===== src/line_a_pkg.sv =====
// Constants, types and field layout for the channel A line control block
package line_a_pkg;

	// Control register location and reset value
	localparam logic [7:0] CTRL_ADDR  = 8'h06;
	localparam logic [7:0] CTRL_RESET = 8'h00;

	// Bit positions inside the control register
	localparam int SPEED_LSB   = 6;
	localparam int SETUP_BIT   = 5;
	localparam int WAKE_BIT    = 4;
	localparam int TXCLR_BIT   = 3;
	localparam int RXCLR_BIT   = 2;
	localparam int ALLOW_BIT   = 1;
	localparam int GO_BIT      = 0;

	// Remote line rate codes
	localparam logic [1:0] SPEED_FAIL = 2'h0;
	localparam logic [1:0] SPEED_COM1 = 2'h1;
	localparam logic [1:0] SPEED_COM2 = 2'h2;
	localparam logic [1:0] SPEED_COM3 = 2'h3;

	// Timing: clock rate and line times
	localparam int CLK_MHZ    = 100;
	localparam int WAKE_US    = 80;
	localparam int LISTEN_US  = 500;
	localparam int WAKE_CYC   = WAKE_US * CLK_MHZ;
	localparam int LISTEN_CYC = LISTEN_US * CLK_MHZ;

	// Control register fields, MSB first
	typedef struct packed {
		logic [1:0] speed;
		logic       setup;
		logic       wake;
		logic       tx_clr;
		logic       rx_clr;
		logic       tick_allow;
		logic       msg_go;
	} line_ctrl_t;

	// Host serial port request after framing
	typedef struct packed {
		logic       wr;
		logic       rd;
		logic [7:0] addr;
		logic [7:0] wdata;
	} reg_req_t;

endpackage


===== src/line_a_link_control.sv =====
// Channel A line control: setup sequence, wake-up, queues, cycle timer
`timescale 1ns/1ps
module line_a_link_control #(
	parameter int WAKE_CYCLES   = line_a_pkg::WAKE_CYC,
	parameter int LISTEN_CYCLES = line_a_pkg::LISTEN_CYC,
	parameter int PERIOD_W      = 16,
	parameter int CT_W          = 8
) (
	input  wire logic                 mclk,
	input  wire logic                 srst,
	input  wire line_a_pkg::reg_req_t reg_req,
	output logic [7:0]                reg_rdata,
	output logic                      reg_rvalid,
	input  wire logic                 frame_engine_on_a,
	output logic                      line_tx_mode,
	output logic                      line_wake_drive,
	output logic                      current_boost,
	output logic                      probe_start,
	output logic [1:0]                probe_rate,
	input  wire logic                 probe_reply,
	input  wire logic [CT_W-1:0]      remote_cycle_time,
	output logic [CT_W-1:0]           device_cycle_time_a,
	output logic                      wake_done_irq,
	output logic                      tx_queue_flush,
	output logic                      rx_queue_flush,
	input  wire logic                 tx_queue_empty,
	input  wire logic [7:0]           tx_queue_data,
	output logic                      tx_queue_pop,
	input  wire logic                 uart_busy,
	output logic                      uart_load,
	output logic [7:0]                uart_data,
	input  wire logic [PERIOD_W-1:0]  cycle_period,
	input  wire logic                 trigger_cmd,
	output logic                      timer_running,
	output logic                      cycle_tick
);
	import line_a_pkg::*;
	typedef enum logic [2:0] {
		ST_IDLE, ST_WAKE, ST_PROBE, ST_LISTEN, ST_SEND
	} state_t;
	localparam int WC_W = $clog2(WAKE_CYCLES + 1);
	localparam int LC_W = $clog2(LISTEN_CYCLES + 1);
	state_t          state_ff;
	line_ctrl_t      ctrl_ff;
	logic            auto_ff;
	logic [1:0]      rate_ff;
	logic [WC_W-1:0] wake_cnt_ff;
	logic [LC_W-1:0] listen_cnt_ff;
	logic [PERIOD_W-1:0] tick_cnt_ff;
	logic [7:0]      rdata_ff;
	logic            rvalid_ff;
	logic            irq_ff;
	logic            run_ff;
	logic            tick_ff;
	logic            load_ff;
	logic [7:0]      udata_ff;
	logic [CT_W-1:0] ct_ff;
	logic            probe_ff;
	line_ctrl_t      wr_val;
	logic            wr_hit;
	logic            wake_end;
	logic            listen_end;
	logic            send_done;
	logic            ok_evt;
	logic            fail_evt;
	assign wr_hit = reg_req.wr && (reg_req.addr == CTRL_ADDR);
	assign wr_val = line_ctrl_t'(reg_req.wdata);
	assign wake_end = (state_ff == ST_WAKE)
		&& (wake_cnt_ff == WC_W'(WAKE_CYCLES - 1));
	assign listen_end = (state_ff == ST_LISTEN)
		&& (listen_cnt_ff == LC_W'(LISTEN_CYCLES - 1));
	assign send_done = (state_ff == ST_SEND) && tx_queue_empty
		&& !uart_busy && !load_ff;
	assign ok_evt = (state_ff == ST_LISTEN) && probe_reply;
	assign fail_evt = listen_end && !probe_reply
		&& (rate_ff == SPEED_COM1);
	////////////////////////////////////////////////////////////////////
	// Sequencer
	always_ff @(posedge mclk) begin
		if (srst) begin
			state_ff <= ST_IDLE;
			auto_ff  <= 1'b0;
			rate_ff  <= SPEED_COM3;
			probe_ff <= 1'b0;
		end else begin
			probe_ff <= (state_ff == ST_PROBE);
			case (state_ff)
				ST_IDLE: begin
					if (ctrl_ff.setup && frame_engine_on_a) begin
						state_ff <= ST_WAKE;
						auto_ff  <= 1'b1;
						rate_ff  <= SPEED_COM3;
					end else if (ctrl_ff.wake) begin
						state_ff <= ST_WAKE;
						auto_ff  <= 1'b0;
					end else if (ctrl_ff.msg_go) begin
						state_ff <= ST_SEND;
					end
				end
				ST_WAKE: begin
					if (wake_end) begin
						state_ff <= auto_ff ? ST_PROBE : ST_IDLE;
					end
				end
				ST_PROBE: begin
					state_ff <= ST_LISTEN;
				end
				ST_LISTEN: begin
					if (ok_evt || fail_evt) begin
						state_ff <= ST_IDLE;
						auto_ff  <= 1'b0;
					end else if (listen_end) begin
						// Fall back to the next slower rate
						rate_ff  <= rate_ff - 2'h1;
						state_ff <= ST_PROBE;
					end
				end
				ST_SEND: begin
					if (send_done) begin
						state_ff <= ST_IDLE;
					end
				end
				default: begin
					state_ff <= ST_IDLE;
				end
			endcase
		end
	end
	always_ff @(posedge mclk) begin
		if (!srst && state_ff == ST_WAKE && !wake_end) begin
			wake_cnt_ff <= wake_cnt_ff + WC_W'(1);
		end else begin
			wake_cnt_ff <= '0;
		end
	end
	always_ff @(posedge mclk) begin
		if (!srst && state_ff == ST_LISTEN && !listen_end) begin
			listen_cnt_ff <= listen_cnt_ff + LC_W'(1);
		end else begin
			listen_cnt_ff <= '0;
		end
	end
	////////////////////////////////////////////////////////////////////
	// Control register; a host set wins over a hardware clear
	always_ff @(posedge mclk) begin
		if (srst) begin
			ctrl_ff <= line_ctrl_t'(CTRL_RESET);
		end else begin
			if (ok_evt) begin
				ctrl_ff.speed <= rate_ff;
			end else if (fail_evt) begin
				ctrl_ff.speed <= SPEED_FAIL;
			end else if (wr_hit) begin
				ctrl_ff.speed <= wr_val.speed;
			end
			if (wr_hit && wr_val.setup) begin
				ctrl_ff.setup <= 1'b1;
			end else if (ok_evt || fail_evt) begin
				ctrl_ff.setup <= 1'b0;
			end else if (wr_hit) begin
				ctrl_ff.setup <= 1'b0;
			end
			if (wr_hit && wr_val.wake) begin
				ctrl_ff.wake <= 1'b1;
			end else if (wake_end && !auto_ff) begin
				ctrl_ff.wake <= 1'b0;
			end else if (wr_hit) begin
				ctrl_ff.wake <= 1'b0;
			end
			// One-shot queue clears
			ctrl_ff.tx_clr <= wr_hit && wr_val.tx_clr;
			ctrl_ff.rx_clr <= wr_hit && wr_val.rx_clr;
			if (wr_hit) begin
				ctrl_ff.tick_allow <= wr_val.tick_allow;
			end
			if (wr_hit && wr_val.msg_go) begin
				ctrl_ff.msg_go <= 1'b1;
			end else if (send_done || wr_hit) begin
				ctrl_ff.msg_go <= 1'b0;
			end
		end
	end
	always_ff @(posedge mclk) begin
		if (srst) begin
			irq_ff <= 1'b0;
			ct_ff  <= '0;
		end else begin
			irq_ff <= ok_evt || fail_evt;
			if (ok_evt) begin
				ct_ff <= remote_cycle_time;
			end
		end
	end
	always_ff @(posedge mclk) begin
		if (srst) begin
			rdata_ff  <= 8'h00;
			rvalid_ff <= 1'b0;
		end else begin
			rvalid_ff <= reg_req.rd;
			rdata_ff  <= (reg_req.addr == CTRL_ADDR) ? 8'(ctrl_ff) : 8'h00;
		end
	end
	////////////////////////////////////////////////////////////////////
	// Master message transmit
	assign tx_queue_pop = (state_ff == ST_SEND) && !tx_queue_empty
		&& !uart_busy && !load_ff;
	always_ff @(posedge mclk) begin
		if (srst) begin
			load_ff  <= 1'b0;
			udata_ff <= 8'h00;
		end else begin
			load_ff <= tx_queue_pop;
			if (tx_queue_pop) begin
				udata_ff <= tx_queue_data;
			end
		end
	end
	////////////////////////////////////////////////////////////////////
	// Cycle timer
	always_ff @(posedge mclk) begin
		if (srst) begin
			run_ff      <= 1'b0;
			tick_cnt_ff <= '0;
			tick_ff     <= 1'b0;
		end else begin
			tick_ff <= 1'b0;
			if (wr_hit && !wr_val.tick_allow) begin
				run_ff      <= 1'b0;
				tick_cnt_ff <= '0;
			end else if (!run_ff) begin
				tick_cnt_ff <= '0;
				if (ctrl_ff.tick_allow && ((wr_hit && wr_val.msg_go)
					|| trigger_cmd)) begin
					run_ff <= 1'b1;
				end
			end else if (tick_cnt_ff >= cycle_period - PERIOD_W'(1)) begin
				tick_cnt_ff <= '0;
				tick_ff     <= 1'b1;
			end else begin
				tick_cnt_ff <= tick_cnt_ff + PERIOD_W'(1);
			end
		end
	end
	////////////////////////////////////////////////////////////////////
	// Outputs
	assign reg_rdata           = rdata_ff;
	assign reg_rvalid          = rvalid_ff;
	assign line_wake_drive     = (state_ff == ST_WAKE);
	assign current_boost       = (state_ff == ST_WAKE) && auto_ff;
	assign line_tx_mode        = (state_ff == ST_WAKE)
		|| (state_ff == ST_PROBE) || (state_ff == ST_SEND);
	assign probe_start         = probe_ff;
	assign probe_rate          = rate_ff;
	assign device_cycle_time_a = ct_ff;
	assign wake_done_irq       = irq_ff;
	assign tx_queue_flush      = ctrl_ff.tx_clr;
	assign rx_queue_flush      = ctrl_ff.rx_clr;
	assign uart_load           = load_ff;
	assign uart_data           = udata_ff;
	assign timer_running       = run_ff;
	assign cycle_tick          = tick_ff;
endmodule


===== config.mk =====
export PLATFORM = sky130hd
export DESIGN_NAME = line_a_link_control
export DESIGN_NICKNAME = d
export VERILOG_FILES = /design/src/line_a_pkg.sv /design/src/line_a_link_control.sv
export SDC_FILE = /design/constraint.sdc
export NUM_CORES = 1
export LEC_CHECK = 0
export ABC_AREA = 1
export BUFFER_PORTS_ARGS = -buffer_cell sky130_fd_sc_hd__buf_4
export CORE_ASPECT_RATIO = 1.25
export CORE_MARGIN = 3
export CORE_UTILIZATION = 45
export DETAILED_ROUTE_END_ITERATION = 10
export PLACE_DENSITY = 0.67
export SKIP_LAST_GASP = 1
export SYNTH_ARGS = -nofsm -noshare
export SYNTH_HDL_FRONTEND = slang
export SYNTH_SLANG_ARGS = --single-unit

===== constraint.sdc =====
create_clock -name mclk -period 2.7 [get_ports mclk]
set_input_delay 0.27 -clock mclk [delete_from_list [all_inputs] [get_ports mclk]]
set_output_delay 0.27 -clock mclk [all_outputs]
set_load 0.05 [all_outputs]

Word level (Yosys, flattened, before mapping)
Cells that the tools add are included.
{ "totals": {"ram_bits": 0, "latch_bits": 0, "memories": 0, "inputBits": 57, "reg_bits": 89, "output_inout_bits": 38, "elab_cells": 130, "rom_bits": 0} }
{ "classes": {"magnitude_cmp": 1, "shift": 0, "addsub": 5, "n_div": 0, "mul": 0, "muxes": 30, "n_reduce_logical": 53, "bitwise": 2, "n_eq_ne": 17} }
{ "ops": {"columns": ["cell", "count"], "rows": [
  ["16-bit by 1-bit adder with 16-bit output, second input constant", 2],
  ["1-bit logical AND", 26],
  ["3-bit 2-to-1 mux", 7],
  ["16-bit equality test, second input constant", 1],
  ["16-bit greater-or-equal comparator", 1],
  ["16-bit by 1-bit subtractor with 16-bit output, second input constant", 1],
  ["3-bit one-hot mux with 5 select lines", 1],
  ["2-bit 2-to-1 mux", 7],
  ["13-bit by 1-bit adder with 13-bit output, second input constant", 1],
  ["13-bit equality test, second input constant", 1],
  ["1-bit 2-to-1 mux", 13],
  ["1-bit logical NOT", 9],
  ["3-bit nonzero test", 3],
  ["8-bit by 3-bit equality test with 1-bit output, second input constant", 1],
  ["2-bit != test, second input constant", 4],
  ["4-bit AND reduction", 2],
  ["3-bit by 2-bit equality test with 1-bit output, second input constant", 2],
  ["1-bit logical OR", 5],
  ["2-bit by 1-bit != test with 1-bit output, second input constant", 2],
  ["4-bit != test, second input constant", 1],
  ["2-bit one-hot mux with 2 select lines", 1],
  ["2-bit nonzero test", 2],
  ["2-bit OR reduction", 2],
  ["4-bit OR reduction", 1],
  ["other kinds (11)", 12]
]} }

Logic depth before layout (Yosys ltp)
{ "logic_depth": {"ltp_word": 7, "depth_mapped": 17, "depth_no_buf": 17} }

Least setup slack after synthesis
OpenSTA, ideal clock, no wires.
{ "synth_path": {"path_type": "in2reg", "start": "in cycle_period[0]", "end": "reg tick_cnt_ff[15]", "cell_stages": 15, "setup_slack_ps": 296, "path_buffers": 1, "arrival_ps": 2289, "setup_ps": 116, "t_required_ps": 2584, "cell_sequence": "inv_1 -> ha_1 -> nand2_1 -> nor2_1 -> nand3_1 -> nor3_1 -> xor2_1 -> inv_1 -> ha_1 -> nand2_1 -> nor3_1 -> nand3_1 -> nand4_2 -> buf_4 -> nor2_1"} }
{ "synth_via": {"elab_chain_cells": 3} }
{ "synth_rtl": {"columns": ["item", "line", "rtl"], "rows": [
  ["start: declaration", "line_a_link_control.sv:32", "input wire logic [PERIOD_W-1:0] cycle_period,"],
  ["16-bit by 1-bit subtractor with 16-bit output", "line_a_link_control.sv:236", "end else if (tick_cnt_ff >= cycle_period - PERIOD_W'(1)) begin"],
  ["16-bit greater-or-equal comparator", "line_a_link_control.sv:236", null],
  ["4-bit OR reduction (no line)", null, null],
  ["end signal: assignment", "line_a_link_control.sv:240", "tick_cnt_ff <= tick_cnt_ff + PERIOD_W'(1);"],
  ["end: declaration", "line_a_link_control.sv:49", "logic [PERIOD_W-1:0] tick_cnt_ff;"]
]} }
Every way passes these cells.
A chain may end at the register's enable or synchronous reset.

Final worst setup path
{ "layout_path": {"start": "in cycle_period[0]", "end": "reg tick_cnt_ff[6]"} }
The elaborated chain is that of the path after synthesis.

==> flow_summary.rst <==
.. list-table::
   :header-rows: 1

   * - Metric
     - Value
   * - Result of the run
     - finished clean
   * - Setup WS pre-CTS
     - -129 ps
   * - Hold path endpoint
     - reg_rvalid
   * - Fraction of final layout cells with drive strength greater than 1
     - 19.8%
   * - Hold violation count in the final report
     - 0
   * - Clock-pin transition on the worst setup and hold timing paths
     - 60 ps
   * - Half-perimeter wire length of the detailed placement result
     - 7770 um
   * - Via count
     - 4173
   * - FMAX
     - 0.424 GHz
   * - Detailed Route Iter0 Violations
     - 107
   * - Number of synthesized register bits
     - 89
   * - RD Place Congestion
     - 0.822
   * - Cell Pwr Density
     - 609 nW/um^2
   * - Static Leakage
     - 2.49 nW
   * - Library cell with the largest summed area after synthesis
     - sky130_fd_sc_hd__dfxtp_1
   * - Hold Crit Start
     - reg_req[16]
   * - Final number of max-transition violations
     - 0
   * - Post-Syn Instances
     - 620
   * - Origin of the critical flop-to-flop path
     - state_ff[2]
   * - Post CTS Setup Buffer Count
     - 0
   * - Detailed Routing Iterations Pass 1
     - 4
   * - Critical Path AT
     - 2630 ps
   * - Post-Synthesis Net Count
     - 698
   * - Final ANT Viol Nets
     - 0
   * - Warnings, synthesis
     - 0
   * - Latest clock arrival within the worst-skew pair
     - 340 ps
   * - DRC errors left
     - 0
   * - Layout filler cell count
     - 928
   * - Total Die Area
     - 11200 um^2
   * - Vias per Instance
     - 4.90
   * - Worst Path Required
     - 2970 ps
   * - H-tree depth reported by CTS
     - 3
   * - Via count of the first global-routing pass
     - 3971
   * - Final wirelength
     - 9980 um
   * - Setup repair after global routing missed its margin
     - no
   * - Buffers added on ports
     - 94
   * - Site Rows
     - 40
   * - Post-synth top flop
     - sky130_fd_sc_hd__dfxtp_1
   * - Number of nets at the end of the flow
     - 799
   * - Worst-margin pin slew
     - 476 ps
   * - Finish-stage setup viols
     - 0
   * - Top-Level Pins
     - 95
   * - Launching element type of the critical path
     - input port
   * - Clock tree from TritonCTS
     - yes
   * - Initial antenna violation count
     - 0
   * - Vertical extent of the die
     - 118 um
   * - Initial cell density of the core
     - 46.4%
   * - Met3 global-route usage
     - 4.92%
   * - Design area
     - 5670 um^2
   * - Placed cell areas
     - 5330 um^2
   * - MaxCap Viol Count
     - 0
   * - Skew final
     - 4.67 ps
   * - Core outline area
     - 9660 um^2
   * - Global-route total usage across every layer
     - 18.3%
   * - Post-route fraction of the period consumed by the critical path
     - 87.3%
   * - Overflow after GRT
     - 0
   * - Average cell area after synthesis
     - 7.23 um^2
   * - Register-to-register setup slack
     - 960 ps
   * - Fraction of registers with async set/reset
     - 0%
   * - Routed wire per std cell
     - 11.7 um
   * - Setup Crit Path Kind
     - input port to flop
   * - Clk buf depth
     - 2
   * - Unique masters post-synth
     - 36
   * - Worst hold stages
     - 3
   * - Post-synth EDFFs
     - 0
   * - First-pass GRT wire length
     - 16700 um
   * - Most congested layer reported by global routing
     - met2
   * - Minimum period implied by the final worst setup slack
     - 2360 ps
   * - Path type of the worst min-delay path
     - input port to flop
   * - Number of sinks on the clock net
     - 89
   * - Rel. slew slack
     - 68.2%
   * - Multi-input combinational cell area
     - 2380 um^2
   * - Clock tree root driver cell
     - sky130_fd_sc_hd__clkbuf_16
   * - Highest net fanout along the worst path
     - 8
   * - Number of diodes added for antenna fixing
     - 0
   * - Hold bufs inserted after CTS
     - 0
   * - Slack of the critical path
     - 342 ps
   * - Syn-to-layout area delta
     - 26.4%
   * - Number of resized instances in the post-cts repair step
     - 0
   * - Met2 usage
     - 32.1%
   * - Worst reg2reg path endpoint
     - ctrl_ff[5]
   * - GR met1 Demand/Resource
     - 20.9%
   * - Proportion of synthesized chip area in sequential cells
     - 39.8%
   * - Largest net degree at the start of global routing
     - 19
   * - VDD IR max
     - 415 uV
   * - Die Wd
     - 95.3 um
   * - CP endpoint kind
     - flop
   * - Netlist area before placement
     - 4480 um^2
   * - FF/Latch Area
     - 1780 um^2
   * - Area share of the largest cell type after synthesis
     - 39.8%
   * - Most area-consuming cells after synthesis
     - sky130_fd_sc_hd__dfxtp_1 (40%), sky130_fd_sc_hd__nor2_1 (11%), sky130_fd_sc_hd__nand2_1 (7.7%)
   * - Number of buffers created by CTS
     - 9
   * - Depth of the most critical reg-to-reg path
     - 8
==> registers in the layout, summed over array words and instances, names as in the netlist, 2 cells and up <==
name / cells
wake_cnt_ff: 13
uart_data: 8
probe_rate: 2
reg_rdata: 8
listen_cnt_ff: 16
state_ff: 3
device_cycle_time_a: 8
tick_cnt_ff: 16
ctrl_ff: 6
==> cell families after synthesis <==
group	synth area share, %
and+or+nand+nor	32.6
buffers and inverters	8.10
DFF	39.8
AOI/OAI and AO/OA	7.04
xor gates and xnor gates	6.64
adders and majority gates	5.86
==> metal layers <==
metal  vias to the layer above  part of all wire [%]
li1                       2179                     -
met1                      1886                    41
met5                         -                     0
met2                        90                    51
met4                         0                   1.8
met3                        18                   5.9
==> worst max-delay path, cell delays in order <==
cell and delay (ps):
sky130_fd_sc_hd__buf_4 110, sky130_fd_sc_hd__inv_1 80, sky130_fd_sc_hd__ha_1 190, sky130_fd_sc_hd__nand2_1 90, sky130_fd_sc_hd__nor2_1 180, sky130_fd_sc_hd__nand3_1 160
sky130_fd_sc_hd__nor2_1 110, sky130_fd_sc_hd__nand3_1 80, sky130_fd_sc_hd__xor2_1 140, sky130_fd_sc_hd__inv_1 60, sky130_fd_sc_hd__ha_1 270, sky130_fd_sc_hd__nand2_1 110
sky130_fd_sc_hd__o21ai_0 130, sky130_fd_sc_hd__a21oi_2 290, sky130_fd_sc_hd__nand4_4 210, sky130_fd_sc_hd__nor2_1 140
==> cell usage in the layout, fill, tap and decap left out, drive strengths merged <==
| master | count |
|---|---|
| or2 | 2 |
| a31oi | 1 |
| nand3b | 3 |
| nor3 | 21 |
| xnor2 | 13 |
| a21oi | 26 |
| clkbuf | 14 |
| nand2 | 94 |
| or3 | 1 |
| nand3 | 41 |
| nor3b | 4 |
| buf | 97 |
| nand4 | 13 |
| clkinv | 3 |
| xor2 | 21 |
| o211ai | 1 |
| inv | 85 |
| a211oi | 1 |
| ha | 21 |
| o21a | 2 |
| dfxtp | 89 |
| o21ai | 29 |
| nor2 | 142 |
| nor4 | 2 |
==> metrics by stage <==
stage	setup TNS, ps	utilization, %	instances	hold slack (ps)	total power, mW
after detailed placement	-1720	55.2	835	417	2.28
after floorplan	0	-	620	377	2.03
after CTS	0	58.2	851	134	3.49
final	0	58.7	852	141	3.45
after global placement	-573	55.2	835	418	2.26
after global routing	0	58.7	852	144	3.65
==> report_power, final <==
group	switching (mW)	internal (mW)	total, mW
combinational	0.534	0.284	0.818
sequential	0.0603	1.37	1.43
clock	0.481	0.721	1.20
total	1.08	2.38	3.45
==> area by class of cell <==
type | count | share of cell area [%]
multi-input cells | 438 | 42.0
flip-flops and latches | 89 | 31.4
repair buffers | 97 | 12.9
inverters | 86 | 5.70
clock buffers | 14 | 5.01
well taps | 126 | 2.78
clock inverters | 2 | 0.177
==> cells in the mapped netlist, types with 3 or more instances <==
cell type                  count
sky130_fd_sc_hd__nand4_1      10
sky130_fd_sc_hd__nand3_1      37
sky130_fd_sc_hd__xnor2_1      13
sky130_fd_sc_hd__nor3_2        5
sky130_fd_sc_hd__nor3_1       15
sky130_fd_sc_hd__nand3b_1      3
sky130_fd_sc_hd__buf_2         5
sky130_fd_sc_hd__a21oi_1      25
sky130_fd_sc_hd__inv_2         4
sky130_fd_sc_hd__nor2_2        6
sky130_fd_sc_hd__nor2_1      136
sky130_fd_sc_hd__dfxtp_1      89
sky130_fd_sc_hd__o21ai_0      29
sky130_fd_sc_hd__nand2_1      92
sky130_fd_sc_hd__nand3_2       3
sky130_fd_sc_hd__inv_1        81
sky130_fd_sc_hd__ha_1         21
sky130_fd_sc_hd__xor2_1       21
==> how the worst max path moves through the flow <==
stage | from | to | slack [ps] | cells past startpoint
6_report | cycle_period[0] | tick_cnt_ff[6] | 340 | 16
5_1_grt | cycle_period[0] | tick_cnt_ff[6] | 8 | 16
4_1_cts | cycle_period[0] | tick_cnt_ff[6] | 190 | 16
3_5_place_dp | cycle_period[0] | tick_cnt_ff[6] | -130 | 16
3_3_place_gp | cycle_period[0] | tick_cnt_ff[0] | -40 | 16
2_1_floorplan | cycle_period[0] | tick_cnt_ff[15] | 300 | 15
(Power assumes the default switching activity.)
